<file path="src/core/fid_pkg.sv">
// Package of constants for the feature identification register bank
package fid_pkg;
    // Register bus geometry
    localparam int unsigned        ADDR_W        = 16;          // Byte address width
    localparam int unsigned        DATA_W        = 32;          // Register width
    localparam logic [ADDR_W-1:0]  OFS_FEAT_ID_0 = 16'h0000;    // feature_identification_0
    localparam logic [DATA_W-1:0]  RESET_WORD    = 32'h0000_0000; // Value held in reset

    // Field positions inside feature_identification_0
    localparam int unsigned BIT_TWO_LEVEL_CT   = 19;  // two_level_context_table_support
    localparam int unsigned BIT_WIDE_VM_TAG    = 18;  // wide_vm_tag_support
    localparam int unsigned BIT_VM_WILDCARD    = 17;  // vm_tag_wildcard_invalidate
    localparam int unsigned BIT_PAGE_REQUEST   = 16;  // page_request_support
    localparam int unsigned BIT_XLAT_OPS       = 15;  // translation_operations_support
    localparam int unsigned BIT_WAKEUP_EVENT   = 14;  // wakeup_event_support
    localparam int unsigned BIT_MSG_IRQ        = 13;  // Message interrupt support
    localparam int unsigned BIT_WIDE_SPACE_TAG = 12;  // wide_space_tag_support
    localparam int unsigned BIT_SPLIT_UNSUP    = 11;  // split_stage_xlat_unsupported
    localparam int unsigned BIT_XLAT_SERVICE   = 10;  // Address translation services
    localparam int unsigned BIT_HYP_CONTEXT    = 9;   // Hypervisor context support
    localparam int unsigned BIT_DORMANT_HINT   = 8;   // dormant_hint_support
    localparam int unsigned BIT_HW_UPDATE_HI   = 7;   // hw_table_update_support, top
    localparam int unsigned BIT_HW_UPDATE_LO   = 6;   // hw_table_update_support, bottom
    localparam int unsigned BIT_BROADCAST      = 5;   // broadcast_maintenance_support

    // Encodings of hw_table_update_support
    localparam logic [1:0] HW_UPD_NONE       = 2'h0;  // No hardware updates
    localparam logic [1:0] HW_UPD_ACCESS     = 2'h1;  // Access flag only
    localparam logic [1:0] HW_UPD_ACC_DIRTY  = 2'h2;  // Access flag and dirty state
    localparam logic [1:0] HW_UPD_RESERVED   = 2'h3;  // Reserved, never reported

    // System strap vector layout
    localparam int unsigned STRAP_W           = 4;   // Number of system straps
    localparam int unsigned STRAP_WAKEUP      = 0;   // System delivers wake-up events
    localparam int unsigned STRAP_COH_ATOMIC  = 1;   // System has coherent atomics
    localparam int unsigned STRAP_BCAST_SYS   = 2;   // System supports broadcast
    localparam int unsigned STRAP_BCAST_ICN   = 3;   // Interconnect supports broadcast
endpackage : fid_pkg

</file>
<file path="src/core/fid_word_if.sv">
// Interface carrying the resolved identification word to the read port
`timescale 1ns/1ps
`default_nettype none
interface fid_word_if;
    import fid_pkg::*;
    logic [DATA_W-1:0] word;   // Resolved register contents
    modport src (output word); // Field resolver side
    modport dst (input  word); // Read port side
endinterface : fid_word_if
`default_nettype wire

</file>
<file path="src/core/fid_feature_identification.sv">
// Feature identification register, bits 19 down to 5, with read port
`timescale 1ns/1ps
`default_nettype none

// Function
// Bit 19 reports two-level context tables
// Bit 18 clear: upper VM tag bits zero
// Bit 17 wildcard; zero without stage two
// Bit 16 page requests; zero without ATS
// Bit 15 translation ops; else virtual page zero
// Bit 14 only if wake-ups reach all
// Bit 13 message interrupts; else fields zero
// Bit 12 clear: upper space tag bits zero
// Bit 11 split-stage unsupported; needs ATS, both
// Bit 10 reports unit ATS support
// Bit 9 hypervisor contexts; needs both stages
// Later revisions with both stages: bit 9 one
// Hypervisor contexts recommended with both stages
// Bit 8 reports dormant hint support
// Bits 7:6 hardware update encoding, 11 reserved
// Hardware update none without coherent atomics
// Bit 5 needs unit, system, interconnect
// Read-only register at offset zero
// Fixed values from reset; writes ignored
module fid_feature_identification
    import fid_pkg::*;
#(
    parameter bit       CAP_TWO_LEVEL_CT   = 1'b1,  // Unit has two-level tables
    parameter bit       CAP_WIDE_VM_TAG    = 1'b1,  // Unit has 16-bit VM tags
    parameter bit       CAP_VM_WILDCARD    = 1'b1,  // Unit can wildcard VM tags
    parameter bit       CAP_PAGE_REQUEST   = 1'b1,  // Unit has page requests
    parameter bit       CAP_XLAT_OPS       = 1'b1,  // Unit has translation ops
    parameter bit       CAP_VIRT_XLAT_PAGE = 1'b0,  // Unit has the virtual op page
    parameter bit       CAP_WAKEUP_EVENT   = 1'b1,  // Unit can raise wake-ups
    parameter bit       CAP_MSG_IRQ        = 1'b1,  // Unit has message interrupts
    parameter bit       CAP_WIDE_SPACE_TAG = 1'b1,  // Unit has 16-bit space tags
    parameter bit       CAP_NO_SPLIT_STAGE = 1'b0,  // Unit lacks split-stage service
    parameter bit       CAP_XLAT_SERVICE   = 1'b1,  // Unit has translation services
    parameter bit       CAP_HYP_CONTEXT    = 1'b1,  // Unit tags hypervisor contexts
    parameter bit       CAP_DORMANT_HINT   = 1'b0,  // Unit has dormant hint
    parameter bit [1:0] CAP_HW_UPDATE      = 2'h2,  // Unit hardware update level
    parameter bit       CAP_BROADCAST      = 1'b1,  // Unit accepts broadcasts
    parameter bit       STAGE_ONE_PRESENT  = 1'b1,  // stage_one_present
    parameter bit       STAGE_TWO_PRESENT  = 1'b1,  // stage_two_present
    parameter bit       LATER_REVISION     = 1'b1   // Revision needing hypervisor bit
)
(
    input  wire logic               ref_clk_i,            // System clock, 100 MHz
    input  wire logic               srst_i,               // Synchronous reset, active high
    input  wire logic               rd_req_i,             // Register read strobe
    input  wire logic               wr_req_i,             // Register write strobe
    input  wire logic [ADDR_W-1:0]  addr_i,               // Register byte address
    input  wire logic [DATA_W-1:0]  wdata_i,              // Write data, discarded
    input  wire logic [STRAP_W-1:0] sys_strap_i,          // System capability straps
    output logic                    ack_o,                // Access answered, one cycle
    output logic      [DATA_W-1:0]  rdata_o,              // Read data with ack
    output logic                    virt_xlat_op_page_o,  // virtual_translation_op_page
    output logic                    xlat_op_regs_o,       // Translation-op registers live
    output logic                    page_req_regs_o,      // Page-request registers live
    output logic                    msg_irq_fields_o,     // Message irq fields live
    output logic                    vm_tag_upper_ok_o,    // Upper VM tag bits usable
    output logic                    space_tag_upper_ok_o  // Upper space tag bits usable
);
    logic [STRAP_W-1:0] strap;       // Straps frozen at reset release
    logic [DATA_W-1:0]  word_d;      // Resolved register word
    logic [DATA_W-1:0]  word_q;      // Registered register word
    logic [5:0]         gate_d;      // Next derived enables
    logic [5:0]         gate_q;      // Registered derived enables
    logic               ats_ok;      // Translation services present
    logic               both_stages; // Both stages present
    logic               wake_ok;     // Wake-ups reach every processor
    logic               hw_sys_ok;   // System carries coherent atomics
    logic               bcast_ok;    // Broadcast supported end to end
    logic [1:0]         hw_level;    // Qualified hardware update level
    logic               hyp_bit;     // Qualified hypervisor bit
    logic               unused_wr;   // Sink for discarded write data

    fid_word_if word_if ();          // Carrier to the read port

    // Freeze system straps so the word is constant after reset
    fid_strap_capture u_strap (
        .ref_clk_i (ref_clk_i),
        .srst_i    (srst_i),
        .strap_i   (sys_strap_i),
        .strap_o   (strap)
    );

    // Write data has no destination in a read-only register
    assign unused_wr = ^wdata_i;

    // Prerequisite terms shared by several fields
    always_comb begin
        ats_ok      = CAP_XLAT_SERVICE;
        both_stages = STAGE_ONE_PRESENT & STAGE_TWO_PRESENT;
        wake_ok     = CAP_WAKEUP_EVENT & strap[STRAP_WAKEUP];
        hw_sys_ok   = strap[STRAP_COH_ATOMIC];
        bcast_ok    = CAP_BROADCAST & strap[STRAP_BCAST_SYS]
                    & strap[STRAP_BCAST_ICN];
        // Hypervisor bit: optional, forced in later revisions
        if (!both_stages) begin
            hyp_bit = 1'b0;
        end else if (LATER_REVISION) begin
            hyp_bit = 1'b1;
        end else begin
            hyp_bit = CAP_HYP_CONTEXT;
        end
        // Hardware update level, reserved code never reported
        if (!hw_sys_ok) begin
            hw_level = HW_UPD_NONE;
        end else if (CAP_HW_UPDATE == HW_UPD_RESERVED) begin
            hw_level = HW_UPD_NONE;
        end else begin
            hw_level = CAP_HW_UPDATE;
        end
    end

    // Assemble the register word; unlisted bits read zero
    always_comb begin
        word_d                     = RESET_WORD;
        word_d[BIT_TWO_LEVEL_CT]   = CAP_TWO_LEVEL_CT;
        word_d[BIT_WIDE_VM_TAG]    = CAP_WIDE_VM_TAG;
        word_d[BIT_VM_WILDCARD]    = CAP_VM_WILDCARD & STAGE_TWO_PRESENT;
        word_d[BIT_PAGE_REQUEST]   = CAP_PAGE_REQUEST & ats_ok;
        word_d[BIT_XLAT_OPS]       = CAP_XLAT_OPS;
        word_d[BIT_WAKEUP_EVENT]   = wake_ok;
        word_d[BIT_MSG_IRQ]        = CAP_MSG_IRQ;
        word_d[BIT_WIDE_SPACE_TAG] = CAP_WIDE_SPACE_TAG;
        word_d[BIT_SPLIT_UNSUP]    = CAP_NO_SPLIT_STAGE & ats_ok
                                   & both_stages;
        word_d[BIT_XLAT_SERVICE]   = ats_ok;
        word_d[BIT_HYP_CONTEXT]    = hyp_bit;
        word_d[BIT_DORMANT_HINT]   = CAP_DORMANT_HINT;
        word_d[BIT_HW_UPDATE_HI:BIT_HW_UPDATE_LO] = hw_level;
        word_d[BIT_BROADCAST]      = bcast_ok;
    end

    // Enables derived from the word for neighbouring blocks
    always_comb begin
        gate_d[0] = CAP_VIRT_XLAT_PAGE & word_d[BIT_XLAT_OPS]
                  & both_stages;
        gate_d[1] = word_d[BIT_XLAT_OPS];
        gate_d[2] = word_d[BIT_PAGE_REQUEST];
        gate_d[3] = word_d[BIT_MSG_IRQ];
        gate_d[4] = word_d[BIT_WIDE_VM_TAG];
        gate_d[5] = word_d[BIT_WIDE_SPACE_TAG];
    end

    // Register word and enables; constant from first edge after reset
    always_ff @(posedge ref_clk_i) begin
        if (srst_i) begin
            word_q <= RESET_WORD;
            gate_q <= 6'h00;
        end else begin
            word_q <= word_d;
            gate_q <= gate_d;
        end
    end

    assign word_if.word = word_q;

    // Read-only answer at offset zero
    fid_read_port u_port (
        .ref_clk_i (ref_clk_i),
        .srst_i    (srst_i),
        .rd_req_i  (rd_req_i),
        .wr_req_i  (wr_req_i),
        .addr_i    (addr_i),
        .word_if   (word_if),
        .ack_o     (ack_o),
        .rdata_o   (rdata_o)
    );

    // Enable outputs straight from flops
    assign virt_xlat_op_page_o  = gate_q[0];
    assign xlat_op_regs_o       = gate_q[1];
    assign page_req_regs_o      = gate_q[2];
    assign msg_irq_fields_o     = gate_q[3];
    assign vm_tag_upper_ok_o    = gate_q[4];
    assign space_tag_upper_ok_o = gate_q[5];
endmodule : fid_feature_identification
`default_nettype wire

</file>
<file path="src/core/fid_strap_capture.sv">
// Capture of system capability straps while reset is asserted
`timescale 1ns/1ps
`default_nettype none
module fid_strap_capture
    import fid_pkg::*;
(
    input  wire logic               ref_clk_i,  // System clock
    input  wire logic               srst_i,     // Synchronous reset, active high
    input  wire logic [STRAP_W-1:0] strap_i,    // Live system straps
    output logic      [STRAP_W-1:0] strap_o     // Straps frozen at reset release
);
    logic [STRAP_W-1:0] strap_d;  // Next captured value
    logic [STRAP_W-1:0] strap_q;  // Captured value

    // Follow the straps during reset, hold them afterwards
    always_comb begin
        if (srst_i) begin
            strap_d = strap_i;
        end else begin
            strap_d = strap_q;
        end
    end

    // Register the captured straps
    always_ff @(posedge ref_clk_i) begin
        strap_q <= strap_d;
    end

    assign strap_o = strap_q;
endmodule : fid_strap_capture
`default_nettype wire

</file>
<file path="src/core/fid_read_port.sv">
// Read-only register port answering at the identification offset
`timescale 1ns/1ps
`default_nettype none
module fid_read_port
    import fid_pkg::*;
(
    input  wire logic              ref_clk_i,  // System clock
    input  wire logic              srst_i,     // Synchronous reset, active high
    input  wire logic              rd_req_i,   // Read request strobe
    input  wire logic              wr_req_i,   // Write request strobe
    input  wire logic [ADDR_W-1:0] addr_i,     // Byte address in the page
    fid_word_if.dst                word_if,    // Resolved identification word
    output logic                   ack_o,      // Access answered, one cycle
    output logic      [DATA_W-1:0] rdata_o     // Read data, valid with ack
);
    logic              ack_d;    // Next acknowledge
    logic              ack_q;    // Registered acknowledge
    logic [DATA_W-1:0] rdata_d;  // Next read data
    logic [DATA_W-1:0] rdata_q;  // Registered read data

    // Decode the access; writes are answered and discarded
    always_comb begin
        ack_d   = rd_req_i | wr_req_i;
        rdata_d = RESET_WORD;
        if (rd_req_i && (addr_i == OFS_FEAT_ID_0)) begin
            rdata_d = word_if.word;
        end
    end

    // Register the answer
    always_ff @(posedge ref_clk_i) begin
        if (srst_i) begin
            ack_q   <= 1'b0;
            rdata_q <= RESET_WORD;
        end else begin
            ack_q   <= ack_d;
            rdata_q <= rdata_d;
        end
    end

    assign ack_o   = ack_q;
    assign rdata_o = rdata_q;
endmodule : fid_read_port
`default_nettype wire

</file>
<file path="config.mk">
export PLATFORM = sky130hd
export DESIGN_NAME = fid_feature_identification
export DESIGN_NICKNAME = d
export VERILOG_FILES = /design/src/core/fid_pkg.sv /design/src/core/fid_word_if.sv /design/src/core/fid_feature_identification.sv /design/src/core/fid_strap_capture.sv /design/src/core/fid_read_port.sv
export SDC_FILE = /design/constraint.sdc
export NUM_CORES = 1
export LEC_CHECK = 0
export BUFFER_PORTS_ARGS = -buffer_cell sky130_fd_sc_hd__buf_2
export CORE_MARGIN = 2
export CORE_UTILIZATION = 32
export DETAILED_ROUTE_END_ITERATION = 12
export PLACE_DENSITY_LB_ADDON = 0.15
export SETUP_SLACK_MARGIN = 0.02
export SYNTH_ARGS = -nofsm -noshare
export SYNTH_HDL_FRONTEND = slang
export SYNTH_SLANG_ARGS = --single-unit
</file>
<file path="constraint.sdc">
create_clock -name ref_clk_i -period 1.6 [get_ports ref_clk_i]
set_input_delay 0.08 -clock ref_clk_i [delete_from_list [all_inputs] [get_ports ref_clk_i]]
set_output_delay 0.08 -clock ref_clk_i [all_outputs]
set_load 0.05 [all_outputs]
</file>
==> Word-level counts from Yosys, hierarchy flattened <==
Cells that the tools add are included.
{ "totals": {"output_inout_bits": 39, "wordCells": 15, "inputBits": 56, "ff_bits": 75} }
{ "op_classes": {"n_reduce_logical": 3, "muxes": 3, "n_bitwise": 3} }
{ "ops": {"columns": ["operator", "count"], "rows": [
  ["two-way mux 20 bit", 1],
  ["zero test 16 bit", 1],
  ["two-way mux 6 bit", 1],
  ["two-way mux 2 bit", 1],
  ["OR reduction 2 bit", 1],
  ["AND 1 bit", 1],
  ["logical AND 1 bit", 1],
  ["NOT 1 bit", 1],
  ["OR 1 bit", 1]
]} }

==> Logic depth before layout (Yosys ltp) <==
Gate-level depths: netlist (run 1).
{ "depth": {"depth_word": 4, "ltp_mapped": 3, "ltp_nobuf": 3} }

==> By module <==
Synthesis (run 1) repeated with hierarchy kept, for this count alone.
{ "hier_totals": {"cells_unflattened": 97, "hier_area_um2": 1248.7} }
{ "by_module_without_submodules": {"columns": ["mod", "seq_area_each_um2", "n_inst", "cells_per_inst", "area_per_inst_um2"], "rows": [
  ["fid_read_port", 660.6, 1, 79, 975.9],
  ["fid_feature_identification", 80.1, 1, 14, 152.6],
  ["fid_strap_capture", 120.1, 1, 4, 120.1]
]} }

==> Worst setup path after synthesis (run 1) <==
Ideal clock, no wire load.
{ "synth_timing": {"path_type": "reg2out", "startpoint": "reg, netlist name u_port.rdata_o[18]", "endpoint": "out rdata_o[10]", "n_path_buf": 1, "stages_incl_launch_ff": 2, "setup_slack_ns": 0.487, "arrival_ns": 1.033, "cell_sequence": "dfxtp_1 buf_4"} }
{ "synth_rtl": {"columns": ["element", "line", "text"], "rows": [
  ["end, declared", "fid_feature_identification.sv:56", "output logic [DATA_W-1:0] rdata_o,"]
]} }

==> results.sh, run 1 <==
export IMPL_timing_critical_path_required_ns=1.52
export IMPL_syn_inst=63
export IMPL_antenna_found_initial=0
export IMPL_min_path_cells=3
export IMPL_final_number_of_max_transition_violations=0
export IMPL_cts_repair_resized=0
export IMPL_clock_fmax_mhz=940
export IMPL_post_cts_setup_buffers=0
export IMPL_startpoint_of_the_most_critical_register_to_register_path="u_strap.strap_o[0]$_DFFE_PP_"
export IMPL_port_buffer_count=41
export IMPL_total_power_mw=0.740
export IMPL_multiInputGateArea_um2=195
export IMPL_p_per_area_nw_per_um2=919
export IMPL_worst_path_max_delay_cell="dfxtp_1"
export IMPL_hold_path_class="in -> reg"
export IMPL_clock_latency_ns=0.26
export IMPL_rsz0062_at_grt="false"
export IMPL_cp_buffers_inverters=1
export IMPL_die_y_um=49.8
export IMPL_worstHoldStart="wr_req_i"
export IMPL_final_period_utilization=0.665
export IMPL_drv_max_cap_violation_count=0
export IMPL_timing_critical_path_arrival_ns=0.98
export IMPL_critPathLaunchType="register"
export IMPL_std_cell_rows=16
export IMPL_num_fill_cells=203
export IMPL_globalRouteTotalUtil=0.0712
export IMPL_boundaryPins=95
export IMPL_dr_total_vias=435
export IMPL_routed_length_on_met1_um=326
export IMPL_synthDistinctLibCells=13
export IMPL_routabilityCongestion=0.565
export IMPL_seq_area_frac_synth=0.447
export IMPL_tritoncts="done"
export IMPL_reg2reg_setup_slack_ns=0.94
export IMPL_antennaDiodeCount=0
export IMPL_areaGrowthSynthToFinish_pct=19.7
export IMPL_report_final_setup_viol=0
export IMPL_hold_viol_final=0
export IMPL_power_ir_vdd_worst_uv=612
export IMPL_clock_tree_root_cell="clkbuf_4"
export IMPL_dieWidth_um=49.8
export IMPL_clock_skew_after_layout_ns=0.00199
export IMPL_outcome="finished clean"
export IMPL_layout_nets=156
export IMPL_final_min_clock_period_ns=1.06
export IMPL_design_die_area_um2=2480
export IMPL_worst_setup_path_end_kind="primary output"
export IMPL_yosys_register_bits=13
export IMPL_totalWireLength_um=910
export IMPL_leakagePower_nw=0.459
export IMPL_cts_clk_slew_worst_paths_ns=0.07
export IMPL_number_of_global_route_vias_before_repair=362
export IMPL_worstHoldEndpoint="u_port.ack_o$_SDFF_PP0_"
export IMPL_first_pass_grt_wire_length_um=1330
export IMPL_first_pass_iters=2
export IMPL_drt_vias_per_instance=3.45
export IMPL_timing_critical_path_fanout_max=9
export IMPL_grt_overflow_total=0
export IMPL_crit_path_cell_trace="buf_2"
export IMPL_floorplan_core_area_um2=1960
export IMPL_critPathTopFamily="flip-flops"
export IMPL_cts_buffers_inserted=3
export IMPL_routed_wire_length_per_instance_um=7.22
export IMPL_routed_wl_met3_um=126
export IMPL_cts_sink_count=13
export IMPL_initial_core_util=0.342
export IMPL_ctsLongestPathBuffers=2
export IMPL_slowest_delay_ns=0.42
export IMPL_criticalPathCategory="reg -> out"
export IMPL_regArea_um2=300
export IMPL_met2RoutedLength_um=457
export IMPL_synthesis_area_per_instance_um2=10.7
export IMPL_antenna_violating_nets_post_route=0
export IMPL_first_iter_violations=3
export IMPL_number_of_design_rule_violations_left_after_detail_routing=0
export IMPL_worst_r2r_endpoint="word_if.word[14]$_SDFF_PP0_"
export IMPL_yosys_warnings=0
export IMPL_largest_net_degree_at_the_start_of_global_routing=10
export IMPL_reg2reg_depth=1
export IMPL_top_layer="met3"
export IMPL_depth_of_the_cts_h_tree=1
export IMPL_setup_total_negative_slack_ns=0
export IMPL_synthesis_area_um2=672
export IMPL_post_route_cells_drive_above_1_share=0.485
-- cells by family (layout without fill, tap and decap cells) --
| kind of cell | Yosys count | after routing | share of synthesized area |
|---|---|---|---|
| buffers and inverters | 34 | 50 | 0.374 |
| and+or+nand+nor | 15 | 15 | 0.173 |
| DFF | 13 | 13 | 0.447 |
| other | 1 | 21 | 0.00558 |
-- where the power goes --
| part | switching (mW) | total, mW | leakage, nW | internal [mW] |
|---|---|---|---|---|
| clock network | 0.0907 | 0.187 | 0.0150 | 0.0964 |
| registers | 0.00385 | 0.360 | 0.113 | 0.356 |
| logic | 0.155 | 0.193 | 0.331 | 0.0377 |
-- sequential cells by signal (all words and copies together) (netlist names) --
signal	count
u_strap.strap_o	4
word_if.word	4
u_port.rdata_o	4
u_port.ack_o	1
-- final cells by class --
cell class | instances | share of cell area
clock buffer | 4 | 0.0327
tap | 27 | 0.0420
sequential | 13 | 0.373
inverter | 1 | 0.00467
multi-input combinational | 36 | 0.243
timing repair buffer | 45 | 0.305
-- worst max-delay path by stage --
stage	cells after the start	slack, ns	endpoint	start
finish	1	0.54	rdata_o[17]	u_port.rdata_o[18]$_SDFF_PP0_
global route	1	0.46	rdata_o[9]	u_port.rdata_o[18]$_SDFF_PP0_
CTS	1	0.53	rdata_o[17]	u_port.rdata_o[18]$_SDFF_PP0_
detailed placement	4	0.33	u_port.rdata_o[14]$_SDFF_PP0_	srst_i
global placement	4	0.33	u_port.rdata_o[5]$_SDFF_PP0_	srst_i
floorplan	1	0.49	rdata_o[10]	u_port.rdata_o[18]$_SDFF_PP0_
-- layout by cell type (no fill, tap or decap), types with 2 or more instances in the layout --
cell,count
and3_1,5
clkbuf_4,3
dfxtp_1,9
nor2_1,3
buf_2,41
and2b_2,2
conb_1,21
dlygate4sd3_1,4
edfxtp_1,4
-- per-layer routing --
| metal | vias to the layer above | track usage |
|---|---|---|
| met4 | 0 | 0.0139 |
| li1 | 224 | - |
| met3 | 0 | 0.0485 |
| met1 | 177 | 0.0595 |
| met5 | - | 0 |
| met2 | 34 | 0.136 |
-- cell usage after synthesis --
| library cell | instances | area share |
|---|---|---|
| inv_1 | 1 | 0.0056 |
| nor4_1 | 1 | 0.0093 |
| or4_4 | 1 | 0.017 |
| and4b_1 | 1 | 0.015 |
| nor2_1 | 3 | 0.017 |
| and2b_2 | 2 | 0.026 |
| or4_1 | 1 | 0.011 |
| nor4_4 | 1 | 0.032 |
| buf_4 | 33 | 0.37 |
| conb_1 | 1 | 0.0056 |
| dfxtp_1 | 9 | 0.27 |
| and3_1 | 5 | 0.047 |
| edfxtp_1 | 4 | 0.18 |
-- repair_timing --
action | CTS | global route
endpoints found under the setup margin | 0 | 0
hold buffers | 4 | 0
hold endpoints to repair | 4 | 0
-- through the flow --
stage	worst slack [ns]	hold WS, ns	util	cells	cell area [um2]
after detailed placement	0.329	0.260	0.376	118	738
after global placement	0.330	0.257	0.376	118	738
final	0.536	0.0168	0.410	126	805
after global routing	0.463	0.0458	0.410	126	805
after floorplan	0.487	0.148	-	83	747
after CTS	0.525	0.0109	0.410	126	805
Note: power is estimated with default switching activity, not from simulation.
==> run 2: changes to the inputs <==
--- a/config.mk
+++ b/config.mk
@@ -5,9 +5,11 @@
 export SDC_FILE = /design/constraint.sdc
 export NUM_CORES = 1
 export LEC_CHECK = 0
+export ABC_AREA = 1
 export BUFFER_PORTS_ARGS = -buffer_cell sky130_fd_sc_hd__buf_2
+export CORE_ASPECT_RATIO = 0.6
 export CORE_MARGIN = 2
-export CORE_UTILIZATION = 32
+export CORE_UTILIZATION = 27
 export DETAILED_ROUTE_END_ITERATION = 12
 export PLACE_DENSITY_LB_ADDON = 0.15
 export SETUP_SLACK_MARGIN = 0.02
==> constraint.sdc (replaced) <==
create_clock -name ref_clk_i -period 0.97 [get_ports ref_clk_i]
set_input_delay 0.0485 -clock ref_clk_i [delete_from_list [all_inputs] [get_ports ref_clk_i]]
set_output_delay 0.0485 -clock ref_clk_i [all_outputs]
set_load 0.05 [all_outputs]
==> results.sh, run 2 <==
export IMPL_outcome="finished clean"
export IMPL_worst_hold_slack_ns=0.0134
export IMPL_layout_cells_most_common="buf_2"
export IMPL_synth_flop_cell="dfxtp_1"
export IMPL_antenna_found_initial=0
export IMPL_antenna_violating_nets_post_route=0
export IMPL_cts_sink_count=13
export IMPL_dr_total_vias=479
export IMPL_leakagePower_nw=0.479
export IMPL_routed_wire_length_per_instance_um=6.38
export IMPL_worst_r2r_endpoint="word_if.word[5]$_SDFF_PP0_"
export IMPL_synthesis_area_um2=699
export IMPL_yosys_warnings=0
export IMPL_dp_final_hpwl_um=802
export IMPL_dp_worst_setup_slack_ns=0.196
export IMPL_std_cell_rows=14
export IMPL_clock_latency_ns=0.24
export IMPL_synth_largest_type_area_fraction=0.354
export IMPL_seq_area_frac_synth=0.429
export IMPL_placed_area_um2=782
export IMPL_critPathCapture="rdata_o[17]"
export IMPL_yosys_cell_count_top_type="buf_4"
export IMPL_criticalPathCategory="reg -> out"
export IMPL_final_number_of_max_transition_violations=0
export IMPL_reg2reg_depth=2
export IMPL_initial_core_util=0.281
export IMPL_tritoncts="done"
export IMPL_clock_tree_root_cell="clkbuf_8"
export IMPL_synthDistinctLibCells=12
export IMPL_reg2reg_setup_slack_ns=0.41
export IMPL_power_ir_vdd_worst_uv=768
export IMPL_timing_critical_path_required_ns=0.92
export IMPL_largest_net_degree_at_the_start_of_global_routing=10
export IMPL_syn_inst=81
export IMPL_drv_max_cap_violation_count=0
export IMPL_final_period_utilization=0.954
export IMPL_hold_viol_final=0
export IMPL_totalWireLength_um=957
export IMPL_first_pass_iters=2
export IMPL_startpoint_of_the_most_critical_register_to_register_path="u_strap.strap_o[3]$_DFFE_PP_"
export IMPL_setup_total_negative_slack_ns=0
export IMPL_worst_setup_path_end_kind="primary output"
export IMPL_areaGrowthSynthToFinish_pct=27.2
export IMPL_timing_critical_path_from="u_port.rdata_o[18]$_SDFF_PP0_"
export IMPL_post_cts_setup_buffers=0
export IMPL_clock_fmax_mhz=1080
export IMPL_synth_area_leader_cell="buf_4"
export IMPL_cp_buffers_inverters=1
export IMPL_clock_skew_after_layout_ns=0.000323
export IMPL_critPathTopFamily="flip-flops"
export IMPL_floorplan_core_area_um2=2490
export IMPL_final_area_um2=890
export IMPL_routabilityCongestion=0.587
export IMPL_synth_top_cells_by_area="buf_4 35%, dfxtp_1 26%, edfxtp_1 17%"
export IMPL_fin_ws_ns=0.0443
export IMPL_ctsLongestPathBuffers=2
export IMPL_synthesis_area_per_instance_um2=8.63
export IMPL_critPathLaunchType="register"
export IMPL_num_fill_cells=281
export IMPL_die_y_um=43.4
export IMPL_multiInputGateArea_um2=196
export IMPL_synth_edff_count=4
export IMPL_layout_common_cells="32 x buf_2, 21 x conb_1, 18 x nor2_1"
export IMPL_number_of_global_route_vias_before_repair=371
export IMPL_hold_path_class="in -> reg"
export IMPL_yosys_register_bits=13
export IMPL_drt_vias_per_instance=3.19
export IMPL_p_per_area_nw_per_um2=1560
export IMPL_number_of_design_rule_violations_left_after_detail_routing=0
export IMPL_cts_buffers_inserted=3
export IMPL_post_route_cells_drive_above_1_share=0.441
export IMPL_boundaryPins=95
export IMPL_synthTopCellsByCount="33 x buf_4, 18 x nor2_1, 9 x dfxtp_1"
export IMPL_final_min_clock_period_ns=0.926
export IMPL_timing_critical_path_arrival_ns=0.88
export IMPL_grt_overflow_total=0
export IMPL_slowest_delay_ns=0.39
export IMPL_rsz0062_at_grt="true"
export IMPL_timing_critical_path_fanout_max=9
export IMPL_first_iter_violations=1
export IMPL_port_buffer_count=41
export IMPL_synth_async_sr_flop_share=0
export IMPL_critical_path_cell_count=1
export IMPL_crit_path_cell_trace="clkbuf_4"
export IMPL_total_power_mw=1.39
export IMPL_layout_nets=175
export IMPL_antennaDiodeCount=0
export IMPL_globalRouteTotalUtil=0.0670
export IMPL_design_die_area_um2=3030
export IMPL_report_final_setup_viol=0
export IMPL_depth_of_the_cts_h_tree=1
export IMPL_cts_clk_slew_worst_paths_ns=0.05
export IMPL_dieWidth_um=69.7
export IMPL_worst_path_max_delay_cell="dfxtp_2"
export IMPL_regArea_um2=303
export IMPL_first_pass_grt_wire_length_um=1520
[run 2: cell types whose count changed after synthesis, sizes merged]
cell,before,now
and2,0,1
and2b,2,0
and3,5,0
and4b,1,0
inv,1,8
nand2,0,4
nand3,0,1
nor2,3,19
nor4,2,0
or2,0,1
or4,2,0
[run 2: cell type report]
class	instances	share of cell area
tap	32	0.0450
clock buffer	4	0.0506
timing repair buffer	46	0.309
inverter	8	0.0338
multi-input combinational	47	0.221
sequential	13	0.340
[run 2: logic make-up after synthesis]
family | after synthesis | share of synthesized area
buffers and inverters | 41 | 0.397
flip-flops | 13 | 0.429
other | 1 | 0.00536
AND/OR/NAND/NOR | 26 | 0.168
[run 2: metrics by stage]
step	utilization	instances
floorplan	-	101
global placement	0.314	142
detailed placement	0.314	142
CTS	0.349	150
global route	0.358	150
finish	0.358	150
[run 2: worst min-delay path: cells and delay by family]
kind	cells	cell delay, ns
simple gates	2	0.09
buf+inv	1	0.08
[run 2: what timing repair did]
action	in CTS	in global routing
gates resized for setup	0	9
endpoints found under the hold margin	4	0
setup endpoints to repair	0	9
hold buffers	4	0
[run 2: metal layers]
metal | GRT usage | vias to the layer above | routed length [um]
met3 | 0.0512 | 0 | 142
met2 | 0.102 | 34 | 450
met5 | 0 | - | 0
met1 | 0.0774 | 187 | 364
met4 | 0.0115 | 0 | 0
li1 | - | 258 | -
[run 2: power breakdown]
part,switching (mW),leakage [nW],total (mW),internal (mW)
Clock,0.174,0.0228,0.463,0.289
Combinational,0.264,0.342,0.331,0.0670
Sequential,0.00714,0.114,0.596,0.589
Total,0.446,0.479,1.39,0.945
[run 2: worst min-delay path by stage]
stage,endpoint,start,cells past startpoint
floorplan,word_if.word[18]$_DFF_P_,srst_i,1
global placement,u_strap.strap_o[2]$_DFFE_PP_,sys_strap_i[2],1
detailed placement,u_strap.strap_o[3]$_DFFE_PP_,sys_strap_i[3],1
CTS,u_port.ack_o$_SDFF_PP0_,wr_req_i,3
global route,u_port.ack_o$_SDFF_PP0_,wr_req_i,3
finish,u_port.ack_o$_SDFF_PP0_,wr_req_i,3
==> run 3: changes to the inputs <==
--- a/config.mk
+++ b/config.mk
@@ -7,8 +7,6 @@
 export LEC_CHECK = 0
 export ABC_AREA = 1
 export BUFFER_PORTS_ARGS = -buffer_cell sky130_fd_sc_hd__buf_2
-export CORE_ASPECT_RATIO = 0.6
-export CORE_MARGIN = 2
 export CORE_UTILIZATION = 27
 export DETAILED_ROUTE_END_ITERATION = 12
 export PLACE_DENSITY_LB_ADDON = 0.15
==> results.sh, run 3 (synthesized netlist as in run 2, its figures left out) <==
export IMPL_layout_cells_most_common="buf_2"
export IMPL_report_final_setup_viol=0
export IMPL_clock_skew_after_layout_ns=0.000758
export IMPL_multiInputGateArea_um2=196
export IMPL_final_period_utilization=0.958
export IMPL_antenna_violating_nets_post_route=0
export IMPL_power_ir_vdd_worst_uv=1040
export IMPL_setup_total_negative_slack_ns=0
export IMPL_number_of_design_rule_violations_left_after_detail_routing=0
export IMPL_clock_tree_root_cell="clkbuf_4"
export IMPL_design_die_area_um2=2800
export IMPL_dp_cells=140
export IMPL_cts_buffers_inserted=3
export IMPL_final_min_clock_period_ns=0.929
export IMPL_areaGrowthSynthToFinish_pct=30.4
export IMPL_global_route_usage_met3=0.0517
export IMPL_globalRouteTotalUtil=0.0809
export IMPL_critPathTopFamily="flip-flops"
export IMPL_first_iter_violations=0
export IMPL_worst_path_max_delay_cell="dfxtp_4"
export IMPL_initial_core_util=0.285
export IMPL_drt_vias_per_instance=3.36
export IMPL_timing_critical_path_arrival_ns=0.88
export IMPL_antenna_found_initial=0
export IMPL_timing_critical_path_required_ns=0.92
export IMPL_antennaDiodeCount=0
export IMPL_routed_wire_length_per_instance_um=6.53
export IMPL_num_fill_cells=262
export IMPL_dr_total_vias=500
export IMPL_cts_clk_slew_worst_paths_ns=0.07
export IMPL_std_cell_rows=18
export IMPL_cp_buffers_inverters=1
export IMPL_post_route_cells_drive_above_1_share=0.437
export IMPL_final_number_of_max_transition_violations=0
export IMPL_criticalPathCategory="reg -> out"
export IMPL_totalWireLength_um=973
export IMPL_die_y_um=52.9
export IMPL_drv_max_cap_violation_count=0
export IMPL_slowest_delay_ns=0.40
export IMPL_crit_path_cell_trace="buf_4"
export IMPL_outcome="finished clean"
export IMPL_rsz0062_at_grt="true"
export IMPL_layout_nets=176
export IMPL_clock_fmax_mhz=1080
export IMPL_largest_net_degree_at_the_start_of_global_routing=10
export IMPL_timing_critical_path_fanout_max=9
export IMPL_placed_area_um2=779
export IMPL_critPathLaunchType="register"
export IMPL_post_cts_setup_buffers=0
export IMPL_first_pass_iters=1
export IMPL_floorplan_core_area_um2=2450
export IMPL_boundaryPins=95
export IMPL_reg2reg_setup_slack_ns=0.39
export IMPL_hold_path_class="in -> reg"
export IMPL_clock_latency_ns=0.26
export IMPL_leakagePower_nw=0.490
export IMPL_depth_of_the_cts_h_tree=1
export IMPL_number_of_global_route_vias_before_repair=430
export IMPL_dp_final_hpwl_um=773
export IMPL_worst_setup_path_end_kind="primary output"
export IMPL_post_layout_cell_count=149
export IMPL_tritoncts="done"
export IMPL_grt_use_met1=0.0625
export IMPL_regArea_um2=305
export IMPL_port_buffer_count=41
export IMPL_busiest_layer="met2"
export IMPL_routabilityCongestion=0.598
export IMPL_p_per_area_nw_per_um2=1370
export IMPL_grt_overflow_total=0
export IMPL_hold_viol_final=0
export IMPL_dieWidth_um=52.9
export IMPL_met2_usage_grt=0.150
export IMPL_final_area_um2=912
export IMPL_ctsLongestPathBuffers=2
export IMPL_cts_sink_count=13
export IMPL_layout_common_cells="27 x buf_2, 21 x conb_1, 18 x nor2_1"
export IMPL_first_pass_grt_wire_length_um=1540
-- run 3: final timing paths --
| check | startpoint | endpoint | cells after the start |
|---|---|---|---|
| max | u_port.rdata_o[18]$_SDFF_PP0_ | rdata_o[17] | 1 |
| max reg2reg | word_if.word[18]$_DFF_P_ | u_port.rdata_o[18]$_SDFF_PP0_ | 2 |
| min | rd_req_i | u_port.ack_o$_SDFF_PP0_ | 3 |
| min reg2reg | word_if.word[7]$_SDFF_PP0_ | u_port.rdata_o[7]$_SDFF_PP0_ | 2 |
-- run 3: routing by layer --
layer | up-vias | wire length [um]
li1 | 261 | -
met1 | 201 | 316
met2 | 38 | 545
met3 | 0 | 111
met4 | 0 | 0
met5 | - | 0
-- run 3: repair_timing --
| action | CTS | global route |
|---|---|---|
| setup endpoints to repair | 14 | 14 |
| gates resized for setup | 5 | 24 |
| endpoints found under the hold margin | 5 | 0 |
| hold buffers | 5 | 0 |
-- run 3: cell type report --
type / instances / area share
Clock buffer: 4 / 0.0288
Inverter: 8 / 0.0329
Multi-Input combinational cell: 47 / 0.215
Sequential cell: 13 / 0.335
Tap cell: 30 / 0.0412
Timing Repair Buffer: 47 / 0.347
-- run 3: through the flow --
stage	worst slack, ns	total power [mW]	hold WS, ns	util
after floorplan	0.128	0.938	0.105	-
after global placement	0.206	0.925	0.226	0.318
after detailed placement	0.202	0.928	0.227	0.318
after CTS	-0.0122	1.27	0.00431	0.354
after global routing	-0.0167	1.33	0.0174	0.372
final	0.0412	1.25	0.00974	0.372
-- run 3: where the power goes --
group          leakage (nW)  total (mW)  internal [mW]  switching (mW)
Sequential            0.114       0.594          0.585         0.00904
Clock                0.0150       0.314          0.159           0.155
Combinational         0.361       0.344         0.0786           0.266
Total                 0.490        1.25          0.822           0.430
